$ cat config.mk
export PLATFORM = sky130hd
export DESIGN_NAME = cmrp_ctrl
export DESIGN_NICKNAME = d
export VERILOG_FILES = /design/src/hw/cmrp_pkg.sv /design/src/hw/cmrp_buf_mem.sv /design/src/hw/cmrp_ctrl.sv
export SDC_FILE = /design/constraint.sdc
export NUM_CORES = 1
export LEC_CHECK = 0
export BUFFER_PORTS_ARGS = -buffer_cell sky130_fd_sc_hd__buf_4
export CELL_PAD_IN_SITES_DETAIL_PLACEMENT = 0
export CELL_PAD_IN_SITES_GLOBAL_PLACEMENT = 1
export CORE_MARGIN = 10
export CORE_UTILIZATION = 40
export DETAILED_ROUTE_END_ITERATION = 8
export GPL_ROUTABILITY_DRIVEN = 0
export HOLD_SLACK_MARGIN = 0.08
export PLACE_DENSITY_LB_ADDON = 0.1
export SETUP_SLACK_MARGIN = 0.02
export SYNTH_ARGS = -nofsm -noshare
export SYNTH_HDL_FRONTEND = slang
export SYNTH_HIERARCHICAL = 1
export SYNTH_SLANG_ARGS = --single-unit
$ cat constraint.sdc
create_clock -name sys_clk -period 9.4 [get_ports sys_clk]
set_input_delay 1.88 -clock sys_clk [delete_from_list [all_inputs] [get_ports sys_clk]]
set_output_delay 1.88 -clock sys_clk [all_outputs]
set_load 0.005 [all_outputs]
$ cat src/hw/cmrp_pkg.sv
/*
 package for the card mark read and punch retry control unit.
 assumes nothing beyond a SystemVerilog compiler.
*/
package cmrp_pkg;
    localparam logic [7:0] CMRP_SUB_CODE = 8'h3F;
    localparam logic [7:0] CMRP_BLANK = 8'h40;
    localparam int CMRP_COLS = 80;
    localparam int CMRP_SHORT_COLS = 51;
    localparam int CMRP_FLAG_COL = 80;
    localparam int CMRP_FLAG_COL_BIN = 160;
    localparam int CMRP_BUF_DEPTH = 160;
    localparam int CMRP_AW = 8;
    localparam logic [7:0] CMRP_FLAG_IDX = 8'h4F;
    localparam logic [7:0] CMRP_FLAG_IDX_BIN = 8'h9F;
    localparam logic [7:0] CMRP_LAST_IDX = 8'h4F;
    localparam logic [7:0] CMRP_LAST_IDX_BIN = 8'h9F;
    localparam logic [7:0] CMRP_SHORT_LAST = 8'h32;
    localparam logic [1:0] CMRP_STK_NORMAL = 2'h1;
    localparam logic [1:0] CMRP_STK_ERROR = 2'h3;
    localparam logic [7:0] CMRP_CMD_PFR = 8'h02;
    localparam logic [7:0] CMRP_CMD_READ = 8'h04;
    localparam logic [7:0] CMRP_CMD_WRFEED = 8'h01;
    localparam logic [7:0] CMRP_CMD_FEED = 8'h03;
    localparam logic [7:0] CMRP_CMD_MARK_FMT = 8'h05;
    localparam logic [7:0] CMRP_CMD_SKIP_FMT = 8'h07;
    // both modifier bits (format, column binary) stripped from the opcode
    localparam logic [7:0] CMRP_CMD_BASE_MASK = 8'h9F;
    localparam int CMRP_FMT_BIT = 5;
    localparam int CMRP_BIN_BIT = 6;
endpackage : cmrp_pkg

$ cat src/hw/cmrp_buf_mem.sv
/*
 card image buffer: one write port, one registered read port.
 assumes a single clock domain.
*/
`timescale 1ns/1ps
`default_nettype none
module cmrp_buf_mem
#(
    parameter int DEPTH = 160,
    parameter int AW = 8
)
(
    input wire logic sys_clk,
    input wire logic wr_en,
    input wire logic [AW-1:0] wr_addr,
    input wire logic [7:0] wr_data,
    input wire logic [AW-1:0] rd_addr,
    output logic [7:0] rd_data_ff
);
    logic [7:0] mem_ff [DEPTH];

    // no reset on storage; contents are defined by writes before use
    always_ff @(posedge sys_clk)
    begin
        if (wr_en)
        begin
            mem_ff[wr_addr] <= wr_data;
        end
        rd_data_ff <= mem_ff[rd_addr];
    end
endmodule : cmrp_buf_mem
`default_nettype wire

$ cat src/hw/cmrp_ctrl.sv
/*
 card reader / punch control unit: mark column handling into the input
 buffer, command screening, and autonomous single punch retry.
 assumes card station sensors come from logic on sys_clk, except the
 punch motion sense which arrives from pins and is synchronised here.
*/
// Summary of operation
// - unreadable mark column stores 3F, or 3F3F in column binary mode
// - any marginal mark puts 3F in column 80, or 160 in binary
// - marginal marks raise no error; flag column is the only report
// - 51-column cards fill positions 1-51, blanks elsewhere, flag at 80
// - legacy punch-feed-read command is answered with command reject
// - punch with read option accepts reader commands except mark reading
// - card passes read, punch, print stations, then one of two stackers
// - punch sensor output compared with sent data; position, skew checked
// - punch error outside read/punch sends card to stacker 3, repunches
// - good retry card to stacker 3, light on, punch another, resume
// - retry sequenced internally, invisible to channel and program
// - one retry only; second failure stops punching, reports error
// - read followed by write-and-feed on same card bypasses retry
// - read option supports column binary and column skip as standard
// - mark fields compressed; only mark columns are stored
// - mark reading only after mark format, with format bit; excludes skip
`timescale 1ns/1ps
`default_nettype none
module cmrp_ctrl
    import cmrp_pkg::*;
#(
    parameter bit HAS_MARK_READ = 1'b1,
    parameter bit HAS_READ_OPT = 1'b1
)
(
    input wire logic sys_clk,
    input wire logic rst_b,
    input wire logic cmd_valid,
    input wire logic [7:0] cmd_code,
    input wire logic card_start,
    input wire logic short_card,
    input wire logic col_valid,
    input wire logic col_is_mark,
    input wire logic col_skip,
    input wire logic col_unreadable,
    input wire logic col_marginal,
    input wire logic [7:0] col_data,
    input wire logic card_end,
    input wire logic punch_done,
    input wire logic punch_sense_raw,
    input wire logic [7:0] punch_expect,
    input wire logic pos_skew_ok,
    input wire logic [7:0] rd_addr,
    output logic [7:0] rd_data_ff,
    output logic cmd_reject_ff,
    output logic cmd_accept_ff,
    output logic punch_req_ff,
    output logic [1:0] stacker_sel_ff,
    output logic stack_req_ff,
    output logic stk3_light_ff,
    output logic punch_error_ff,
    output logic busy_ff
);
    typedef enum {ST_IDLE, ST_FILL, ST_COPY, ST_FLAG} cmrp_rd_t;
    typedef enum {PS_IDLE, PS_PUNCH, PS_RETRY, PS_EXTRA, PS_STOP} cmrp_ps_t;

    cmrp_rd_t rd_st_ff, nxt_rd_st;
    cmrp_ps_t ps_st_ff, nxt_ps_st;
    logic mark_fmt_ff, nxt_mark_fmt;
    logic skip_fmt_ff, nxt_skip_fmt;
    logic fmt_on_ff, nxt_fmt_on;
    logic bin_ff, nxt_bin;
    logic short_ff, nxt_short;
    logic marginal_ff, nxt_marginal;
    logic read_seen_ff, nxt_read_seen;
    logic bypass_ff, nxt_bypass;
    logic [7:0] wptr_ff, nxt_wptr;
    logic [7:0] fill_ff, nxt_fill;
    logic nxt_reject, nxt_accept, nxt_punch_req, nxt_stack_req;
    logic [1:0] nxt_stk;
    logic nxt_light, nxt_perr, nxt_busy;
    logic sense_s1_ff, sense_s2_ff;
    logic wr_en;
    logic [7:0] wr_addr, wr_data;
    logic [7:0] base;
    logic punch_bad;

    function automatic logic [7:0] last_idx(input logic bin, input logic sh);
        if (sh)
        begin
            return CMRP_SHORT_LAST;
        end
        return bin ? CMRP_LAST_IDX_BIN : CMRP_LAST_IDX;
    endfunction : last_idx

    cmrp_buf_mem #(.DEPTH(CMRP_BUF_DEPTH), .AW(CMRP_AW)) u_buf
    (
        .sys_clk(sys_clk),
        .wr_en(wr_en),
        .wr_addr(wr_addr),
        .wr_data(wr_data),
        .rd_addr(rd_addr),
        .rd_data_ff(rd_data_ff)
    );

    // punch motion sense comes from pins
    always_ff @(posedge sys_clk or negedge rst_b)
    begin
        if (!rst_b)
        begin
            sense_s1_ff <= 1'b0;
            sense_s2_ff <= 1'b0;
        end
        else
        begin
            sense_s1_ff <= punch_sense_raw;
            sense_s2_ff <= sense_s1_ff;
        end
    end

    assign base = cmd_code & CMRP_CMD_BASE_MASK;
    // sensed hole against expected bit and registration check
    assign punch_bad = (sense_s2_ff != punch_expect[0]) || !pos_skew_ok;

    always_comb
    begin
        nxt_rd_st = rd_st_ff;
        nxt_mark_fmt = mark_fmt_ff;
        nxt_skip_fmt = skip_fmt_ff;
        nxt_fmt_on = fmt_on_ff;
        nxt_bin = bin_ff;
        nxt_short = short_ff;
        nxt_marginal = marginal_ff;
        nxt_read_seen = read_seen_ff;
        nxt_bypass = bypass_ff;
        nxt_wptr = wptr_ff;
        nxt_fill = fill_ff;
        nxt_reject = 1'b0;
        nxt_accept = 1'b0;
        wr_en = 1'b0;
        wr_addr = wptr_ff;
        wr_data = col_data;
        if (cmd_valid)
        begin
            if (base == CMRP_CMD_PFR)
            begin
                nxt_reject = 1'b1;
            end
            else if (base == CMRP_CMD_MARK_FMT)
            begin
                // without mark hardware the read option rejects it
                nxt_reject = !HAS_MARK_READ;
                nxt_accept = HAS_MARK_READ;
                nxt_mark_fmt = HAS_MARK_READ;
                nxt_skip_fmt = 1'b0;
            end
            else if (base == CMRP_CMD_SKIP_FMT)
            begin
                nxt_accept = HAS_READ_OPT;
                nxt_reject = !HAS_READ_OPT;
                nxt_skip_fmt = HAS_READ_OPT;
                nxt_mark_fmt = 1'b0;
            end
            else if (base == CMRP_CMD_READ || base == CMRP_CMD_FEED)
            begin
                nxt_accept = 1'b1;
                nxt_fmt_on = cmd_code[CMRP_FMT_BIT];
                nxt_bin = cmd_code[CMRP_BIN_BIT];
                nxt_read_seen = (base == CMRP_CMD_READ);
            end
            else if (base == CMRP_CMD_WRFEED)
            begin
                nxt_accept = 1'b1;
                nxt_bypass = read_seen_ff;
                nxt_read_seen = 1'b0;
            end
            else
            begin
                nxt_reject = 1'b1;
            end
        end
        case (rd_st_ff)
            ST_IDLE:
            begin
                if (card_start)
                begin
                    nxt_marginal = 1'b0;
                    nxt_wptr = 8'h00;
                    nxt_short = short_card;
                    nxt_rd_st = ST_COPY;
                end
            end
            ST_COPY:
            begin
                if (col_valid)
                begin
                    if (fmt_on_ff && skip_fmt_ff && col_skip)
                    begin
                        wr_en = 1'b1;
                        wr_data = CMRP_BLANK;
                        nxt_wptr = wptr_ff + 8'h01;
                    end
                    else if (fmt_on_ff && mark_fmt_ff && !col_is_mark)
                    begin
                        wr_en = 1'b0;
                    end
                    else
                    begin
                        wr_en = 1'b1;
                        if (fmt_on_ff && mark_fmt_ff && col_unreadable)
                        begin
                            wr_data = CMRP_SUB_CODE;
                        end
                        nxt_wptr = wptr_ff + 8'h01;
                    end
                    if (fmt_on_ff && mark_fmt_ff && col_marginal)
                    begin
                        nxt_marginal = 1'b1;
                    end
                end
                if (card_end)
                begin
                    nxt_fill = wptr_ff;
                    nxt_rd_st = ST_FILL;
                end
            end
            ST_FILL:
            begin
                // pad the rest so stale data never shows
                if (fill_ff < last_idx(bin_ff, 1'b0))
                begin
                    wr_en = 1'b1;
                    wr_addr = fill_ff;
                    wr_data = CMRP_BLANK;
                    nxt_fill = fill_ff + 8'h01;
                end
                else
                begin
                    nxt_rd_st = ST_FLAG;
                end
            end
            ST_FLAG:
            begin
                wr_en = 1'b1;
                wr_addr = bin_ff ? CMRP_FLAG_IDX_BIN : CMRP_FLAG_IDX;
                wr_data = marginal_ff ? CMRP_SUB_CODE : CMRP_BLANK;
                nxt_rd_st = ST_IDLE;
            end
            default:
            begin
                nxt_rd_st = ST_IDLE;
            end
        endcase
        if (rd_st_ff == ST_COPY && wptr_ff > last_idx(bin_ff, short_ff))
        begin
            wr_en = 1'b0;
        end
    end

    always_comb
    begin
        nxt_ps_st = ps_st_ff;
        nxt_punch_req = 1'b0;
        nxt_stack_req = 1'b0;
        nxt_stk = stacker_sel_ff;
        nxt_light = stk3_light_ff;
        nxt_perr = punch_error_ff;
        nxt_busy = (ps_st_ff != PS_IDLE) && (ps_st_ff != PS_STOP);
        case (ps_st_ff)
            PS_IDLE:
            begin
                if (cmd_valid && base == CMRP_CMD_WRFEED)
                begin
                    nxt_punch_req = 1'b1;
                    nxt_ps_st = PS_PUNCH;
                end
            end
            PS_PUNCH:
            begin
                if (punch_done)
                begin
                    nxt_stack_req = 1'b1;
                    if (punch_bad && !bypass_ff)
                    begin
                        nxt_stk = CMRP_STK_ERROR;
                        nxt_punch_req = 1'b1;
                        nxt_ps_st = PS_RETRY;
                    end
                    else
                    begin
                        nxt_stk = CMRP_STK_NORMAL;
                        nxt_perr = punch_bad;
                        nxt_ps_st = PS_IDLE;
                    end
                end
            end
            PS_RETRY:
            begin
                if (punch_done)
                begin
                    nxt_stack_req = 1'b1;
                    if (punch_bad)
                    begin
                        nxt_stk = CMRP_STK_NORMAL;
                        nxt_perr = 1'b1;
                        nxt_ps_st = PS_STOP;
                    end
                    else
                    begin
                        nxt_stk = CMRP_STK_ERROR;
                        nxt_light = 1'b1;
                        nxt_punch_req = 1'b1;
                        nxt_ps_st = PS_EXTRA;
                    end
                end
            end
            PS_EXTRA:
            begin
                if (punch_done)
                begin
                    nxt_stack_req = 1'b1;
                    nxt_stk = CMRP_STK_NORMAL;
                    nxt_ps_st = PS_IDLE;
                end
            end
            PS_STOP:
            begin
                nxt_ps_st = PS_STOP;
            end
            default:
            begin
                nxt_ps_st = PS_IDLE;
            end
        endcase
    end

    always_ff @(posedge sys_clk or negedge rst_b)
    begin
        if (!rst_b)
        begin
            rd_st_ff <= ST_IDLE;
            ps_st_ff <= PS_IDLE;
            mark_fmt_ff <= 1'b0;
            skip_fmt_ff <= 1'b0;
            fmt_on_ff <= 1'b0;
            bin_ff <= 1'b0;
            short_ff <= 1'b0;
            marginal_ff <= 1'b0;
            read_seen_ff <= 1'b0;
            bypass_ff <= 1'b0;
            wptr_ff <= 8'h00;
            fill_ff <= 8'h00;
            cmd_reject_ff <= 1'b0;
            cmd_accept_ff <= 1'b0;
            punch_req_ff <= 1'b0;
            stack_req_ff <= 1'b0;
            stacker_sel_ff <= CMRP_STK_NORMAL;
            stk3_light_ff <= 1'b0;
            punch_error_ff <= 1'b0;
            busy_ff <= 1'b0;
        end
        else
        begin
            rd_st_ff <= nxt_rd_st;
            ps_st_ff <= nxt_ps_st;
            mark_fmt_ff <= nxt_mark_fmt;
            skip_fmt_ff <= nxt_skip_fmt;
            fmt_on_ff <= nxt_fmt_on;
            bin_ff <= nxt_bin;
            short_ff <= nxt_short;
            marginal_ff <= nxt_marginal;
            read_seen_ff <= nxt_read_seen;
            bypass_ff <= nxt_bypass;
            wptr_ff <= nxt_wptr;
            fill_ff <= nxt_fill;
            cmd_reject_ff <= nxt_reject;
            cmd_accept_ff <= nxt_accept;
            punch_req_ff <= nxt_punch_req;
            stack_req_ff <= nxt_stack_req;
            stacker_sel_ff <= nxt_stk;
            stk3_light_ff <= nxt_light;
            punch_error_ff <= nxt_perr;
            busy_ff <= nxt_busy;
        end
    end

    a_pfr_reject: assert property (@(posedge sys_clk) disable iff (!rst_b)
        cmd_valid && base == CMRP_CMD_PFR |=> cmd_reject_ff && !cmd_accept_ff)
        else $error("punch feed read not rejected");
    a_retry_errstk: assert property (@(posedge sys_clk) disable iff (!rst_b)
        ps_st_ff == PS_PUNCH && punch_done && punch_bad && !bypass_ff
        |=> stacker_sel_ff == CMRP_STK_ERROR && punch_req_ff)
        else $error("bad card not routed to error stacker");
    a_retry_good: assert property (@(posedge sys_clk) disable iff (!rst_b)
        ps_st_ff == PS_RETRY && punch_done && !punch_bad
        |=> stk3_light_ff && stacker_sel_ff == CMRP_STK_ERROR)
        else $error("good retry card mishandled");
    a_retry_silent: assert property (@(posedge sys_clk) disable iff (!rst_b)
        ps_st_ff == PS_PUNCH && punch_done && punch_bad && !bypass_ff
        |=> !punch_error_ff || $past(punch_error_ff))
        else $error("retry made visible");
    a_second_fail: assert property (@(posedge sys_clk) disable iff (!rst_b)
        ps_st_ff == PS_RETRY && punch_done && punch_bad
        |=> punch_error_ff && stacker_sel_ff == CMRP_STK_NORMAL)
        else $error("second failure not reported");
    a_bypass_retry: assert property (@(posedge sys_clk) disable iff (!rst_b)
        ps_st_ff == PS_PUNCH && punch_done && bypass_ff
        |=> ps_st_ff == PS_IDLE)
        else $error("retry not bypassed");
    a_sub_code: assert property (@(posedge sys_clk) disable iff (!rst_b)
        rd_st_ff == ST_COPY && col_valid && fmt_on_ff && mark_fmt_ff
        && col_is_mark && col_unreadable && wr_en |-> wr_data == CMRP_SUB_CODE)
        else $error("unreadable column not substituted");
    a_flag_col: assert property (@(posedge sys_clk) disable iff (!rst_b)
        rd_st_ff == ST_FLAG |-> wr_en && wr_data == (marginal_ff ?
        CMRP_SUB_CODE : CMRP_BLANK))
        else $error("flag column wrong");
    a_flag_clear: assert property (@(posedge sys_clk) disable iff (!rst_b)
        rd_st_ff == ST_IDLE && card_start |=> !marginal_ff)
        else $error("marginal flag not cleared");
    a_mark_skip: assert property (@(posedge sys_clk) disable iff (!rst_b)
        !(mark_fmt_ff && skip_fmt_ff))
        else $error("mark and skip formats both active");
endmodule : cmrp_ctrl
`default_nettype wire

# Word-level counts from Yosys, hierarchy flattened
# Memory sizes are Yosys's and may differ from the RTL's. A register that Yosys moved wholly into a read port is not among the register bits.
# Index checks and enable logic that the tools add are counted.
# word_totals
reg_bits,99
ramBits,1280
input_bits,46
output_inout_bits,17
mem_count,1
# classes
n_addsub,2
order_cmp,2
n_eq_ne,29
mux,81
bitwise,5
n_reduce_logical,38
# mem_list
memory,words,width,read_ports,rd_ports_with_merged_regs,write_ports,line,text
u_buf.mem_ff,160,8,1,1,1,cmrp_buf_mem.sv:20,logic [7:0] mem_ff [DEPTH];
# ops
cell,n
32-bit 2-to-1 mux,7
32-bit one-hot mux with 5 select lines,1
"32-bit by 2-bit equality test with 1-bit output, second input constant",4
8-bit 2-to-1 mux,15
32-bit one-hot mux with 3 select lines,1
"32-bit by 1-bit equality test with 1-bit output, second input constant",2
"32-bit by 3-bit equality test with 1-bit output, second input constant",2
32-bit logical NOT,2
8-bit one-hot mux with 2 select lines,3
1-bit 2-to-1 mux,40
"32-bit by 4-bit inequality test with 1-bit output, second input constant",1
32-bit nonzero test,1
"2-bit inequality test, second input constant",12
8-bit one-hot mux with 3 select lines,1
"6-bit by 3-bit equality test with 1-bit output, second input constant",3
"8-bit by 1-bit adder with 8-bit output, second input constant",2
4-bit AND reduction,4
5-bit AND reduction,3
"6-bit by 2-bit equality test with 1-bit output, second input constant",2
2-bit 2-to-1 mux,6
3-bit AND reduction,4
1-bit logical AND,10
2-bit nonzero test,5
8-bit > comparator,1
16 further kinds,25

# Logic depth before layout (Yosys ltp)
# depth
word_depth,9
mapped_depth,12
ltp_nobuf,10

# Hierarchy
# The synthesis kept the hierarchy.
# by_module_without_submodules
module,n_inst,cells_per_inst,area_each_um2,seq_area_each_um2
cmrp_buf_mem,1,2489,50384.6,38597.0
cmrp_ctrl,1,347,2922.8,975.9

# Worst setup path after synthesis
# No wires, ideal clock.
# synth_path
path_type,in2reg
start,input col_is_mark
end,memory u_buf.mem_ff[0][6] (data pin)
setup_ps,1070
arrival_time_ps,6590
setup_slack_ps,1740
stages,4
cell_sequence,and3_1 nand3_1 a211oi_1 o22ai_1
# synth_via
elab_chain_len,6
# synth_rtl
element,line,text
from (decl),cmrp_ctrl.sv:40,"input wire logic col_is_mark,"
1-bit logical NOT,cmrp_ctrl.sv:200,else if (fmt_on_ff && mark_fmt_ff && !col_is_mark)
1-bit logical AND,cmrp_ctrl.sv:200,
8-bit 2-to-1 mux,cmrp_ctrl.sv:200,
8-bit 2-to-1 mux,cmrp_ctrl.sv:194,if (fmt_on_ff && skip_fmt_ff && col_skip)
8-bit 2-to-1 mux,cmrp_ctrl.sv:192,if (col_valid)
8-bit one-hot mux with 3 select lines,cmrp_ctrl.sv:179,case (rd_st_ff)
named net wr_data[6],cmrp_ctrl.sv:81,"logic [7:0] wr_addr, wr_data;"
to (decl),cmrp_buf_mem.sv:20,
# The timed path passes the listed nets, and every way through them passes these cells.

# Final worst setup path
# layout_path
start,register bin_ff
end,memory u_buf.mem_ff[118][7] (enable)
# layout_via
elab_cells_between_ends,12
classes_between,order compare (2); mux (9); reduce/logical (1)
# layout_lines
element,line,text
from (decl),cmrp_ctrl.sv:69,"logic bin_ff, nxt_bin;"
from (signal assigned),cmrp_ctrl.sv:366,bin_ff <= nxt_bin;
8-bit 2-to-1 mux,cmrp_ctrl.sv:90,return bin ? CMRP_LAST_IDX_BIN : CMRP_LAST_IDX;
8-bit less-than comparator,cmrp_ctrl.sv:227,"if (fill_ff < last_idx(bin_ff, 1'b0))"
8-bit 2-to-1 mux,cmrp_ctrl.sv:227,
8-bit one-hot mux with 2 select lines,cmrp_ctrl.sv:179,
named net wr_addr[1],cmrp_ctrl.sv:81,
# The timed path passes the listed nets, and every way through them passes these cells.

==> results.toml <==
[outcome]
status = "finished, final reports clean"

[critical_path]
critPathArrivalTime_ns = 6.18
critPathMaxStageDelay_ns = 1.13
required_ns = 9.77
startpoint_type = "register"
crit_type = "register to register"
crit_fanout = 10
crit_path_cell_trace = "inv_1 > ha_1 > a21oi_1 > nand2_1 > nor3_2 > mux2i_1 > nor2b_1 > nand3_1 > nor2_1"
timing.critical_path.buf_inv = 1
critPathTopFamily = "simple AND/OR/NAND/NOR gates"
endpoint_kind = "register"
slowest_stage = "nor2_1"

[clock_network]
clock-sinks = 1327
postCtsHoldBufs = 0
clkTransAtPathRegs_ns = 0.06
htreeDepth = 4
clkLatencyLatePin_ns = 0.77
cts_tree = "done"
cts_made_buffers = 144
post_cts_resized = 0
root_buffer = "clkbuf_16"
postCtsSetupRepairBufs = 0
clock_path_buffers = 3

[synthesis]
yosysWarnings = 6
synthArstFlopShare = 0.0294
synth_nets = 2898
synth_top_area_frac = 0.721
syn_avg_cell_area_sq_um = 18.8
syn_inst = 2836
synth_top_area_cell = "edfxtp_1"
synth-seq-cells = 1327
synth.distinct_cells = 69
synth_edf_count = 1280
yosysSeqAreaShare = 0.742
synth_ff_type = "edfxtp_1"
syn_area_sq_um = 53300
yosys-top-cells-area = "edfxtp_1, mux4_2, mux2i_1"

[routing]
drc = 0
num_vias = 27600
first_iter_violations = 2475
routed_wirelength_um = 144000
viasPerCell = 5.77
wl_per_cell_um = 30.1
drt_pass1_iterations = 7
ant_nets = 0

[finish]
num-nets-final = 2984
layout_common_cells = "edfxtp_1, mux4_2, nor2_1"
area_growth_pct = 12.4
finalNonFillerCells = 4789
mostFrequentLayoutCell = "edfxtp_1"
final_layout_size_suffix_gt1_frac = 0.187
final_core_util = 0.454

[run]
drv_cap = 0

[power]
vdd_drop_max_v = 0.000269
p_leak_uw = 0.0191
p_per_area_nw_per_um2 = 263

[die]
die-area_sq_um = 148000
die_h_um = 385
rows = 133
io_pins = 63
core_area_sq_um = 132000
die_w_um = 385
start_util = 0.404

[sta]
whs_ns = 0.351
setup_violations = 0
hold_viol_final = 0
layout_min_cycle_time_ns = 5.80
worst_slack_ns = 3.60
tns_ns = 0
rsz0062_at_grt = "no"
worstMarginPinSlew_ns = 1.21
slew_headroom = 0.191
period_share = 0.617
drv_slew = 0
finClkSkew_ns = 0.0244
clock.fmax_mhz = 172

[hold_path]
hp-class = "register to register"

[grt]
grt_max_degree = 111
overflow = 0
antenna_found_initial = 9
grt_pass1_wl_um = 206000
grt_pass1_vias = 28100
grtUsageTotal = 0.193

[placement]
hpwl_um = 89800
port_buffers = 54
pre_cts_ws_ns = 3.56
place_inst = 4531
[power breakdown]
group | leakage, uW | switching, uW | internal (uW)
Clock | 0.00224 | 2260 | 3230
Combinational | 0.00469 | 2100 | 455
Sequential | 0.0122 | 77.8 | 7650
[routing by layer]
metal | vias to the layer above | routed length [um] | global-route usage | part of all wire
li1 | 11800 | - | - | -
met5 | - | 11 | 0 | 0.000076
met2 | 916 | 69000 | 0.309 | 0.48
met3 | 222 | 8270 | 0.0339 | 0.057
met1 | 14600 | 62600 | 0.268 | 0.43
met4 | 2 | 4430 | 0.0639 | 0.031
[layout make-up]
| class | instances | area [sq um] |
|---|---|---|
| diodes | 1 | 2.50 |
| clock buffers | 187 | 3870 |
| clock inverters | 70 | 707 |
| fillers | 11200 | 72000 |
| inverters | 24 | 90.1 |
| multi-input cells | 1323 | 12700 |
| flip-flops and latches | 1327 | 39600 |
| well taps | 1755 | 2200 |
| repair buffers | 102 | 818 |
[stage by stage]
step	cell area (sq um)	power (uW)
global route	59900	16400
CTS	59900	16000
finish	59900	15800
detailed placement	55400	10400
global placement	55400	10300
floorplan	53300	9490
[synthesized netlist by cell type (all sizes together) (8+ instances only)]
| library cell | count |
|---|---|
| o211ai | 24 |
| mux4 | 240 |
| buf | 82 |
| nor4 | 11 |
| dfrtp | 39 |
| a211oi | 22 |
| mux2 | 40 |
| a2111oi | 11 |
| ha | 16 |
| o21ai | 32 |
| edfxtp | 1280 |
| nand2b | 15 |
| inv | 24 |
| a21oi | 57 |
| and2 | 11 |
| nand2 | 81 |
| mux2i | 166 |
| nor3 | 49 |
| o22ai | 60 |
| nor2 | 206 |
| nand3 | 62 |
| a31oi | 11 |
| dfxtp | 8 |
| a22oi | 28 |
| clkbuf | 80 |
| o221ai | 43 |
| nand4 | 28 |
| nor2b | 27 |
[sequential cells by signal, summed over array words and instances, names as in the netlist, 2 cells and up]
name / count
fill_ff: 8
ps_st_ff: 3
rd_st_ff: 2
u_buf/mem_ff: 1280
u_buf/rd_data_ff: 8
wptr_ff: 8
[worst paths after layout]
path	from	end	slack [ns]	cells past startpoint
setup / recovery	bin_ff$_DFFE_PN0P_	u_buf/mem_ff[118][7]$_DFFE_PP_	3.60	9
hold / removal	sense_s1_ff$_DFF_PN0_	sense_s2_ff$_DFF_PN0_	0.35	0
setup reg to reg	bin_ff$_DFFE_PN0P_	u_buf/mem_ff[118][7]$_DFFE_PP_	3.60	9
hold reg to reg	sense_s1_ff$_DFF_PN0_	sense_s2_ff$_DFF_PN0_	0.35	0
max in group asynchronous	rst_b	fill_ff[3]$_DFFE_PN0P_	7.92	1
min in group asynchronous	rst_b	busy_ff$_DFF_PN0_	1.10	1
[cell families (layout without fill, tap and decap cells)]
kind of cell | after synthesis | after routing | share of synthesized area
buffers and inverters | 186 | 383 | 0.0203
adder cells (fa/ha/maj) | 16 | 16 | 0.00376
AND/OR/NAND/NOR | 526 | 526 | 0.0467
other | 1 | 2 | 0.0000703
flip-flops | 1327 | 1327 | 0.742
XOR/XNOR | 2 | 2 | 0.000329
AO/OA/AOI/OAI | 332 | 332 | 0.0436
multiplexers | 446 | 446 | 0.143
No activity file was read; power rests on OpenSTA's default activity.
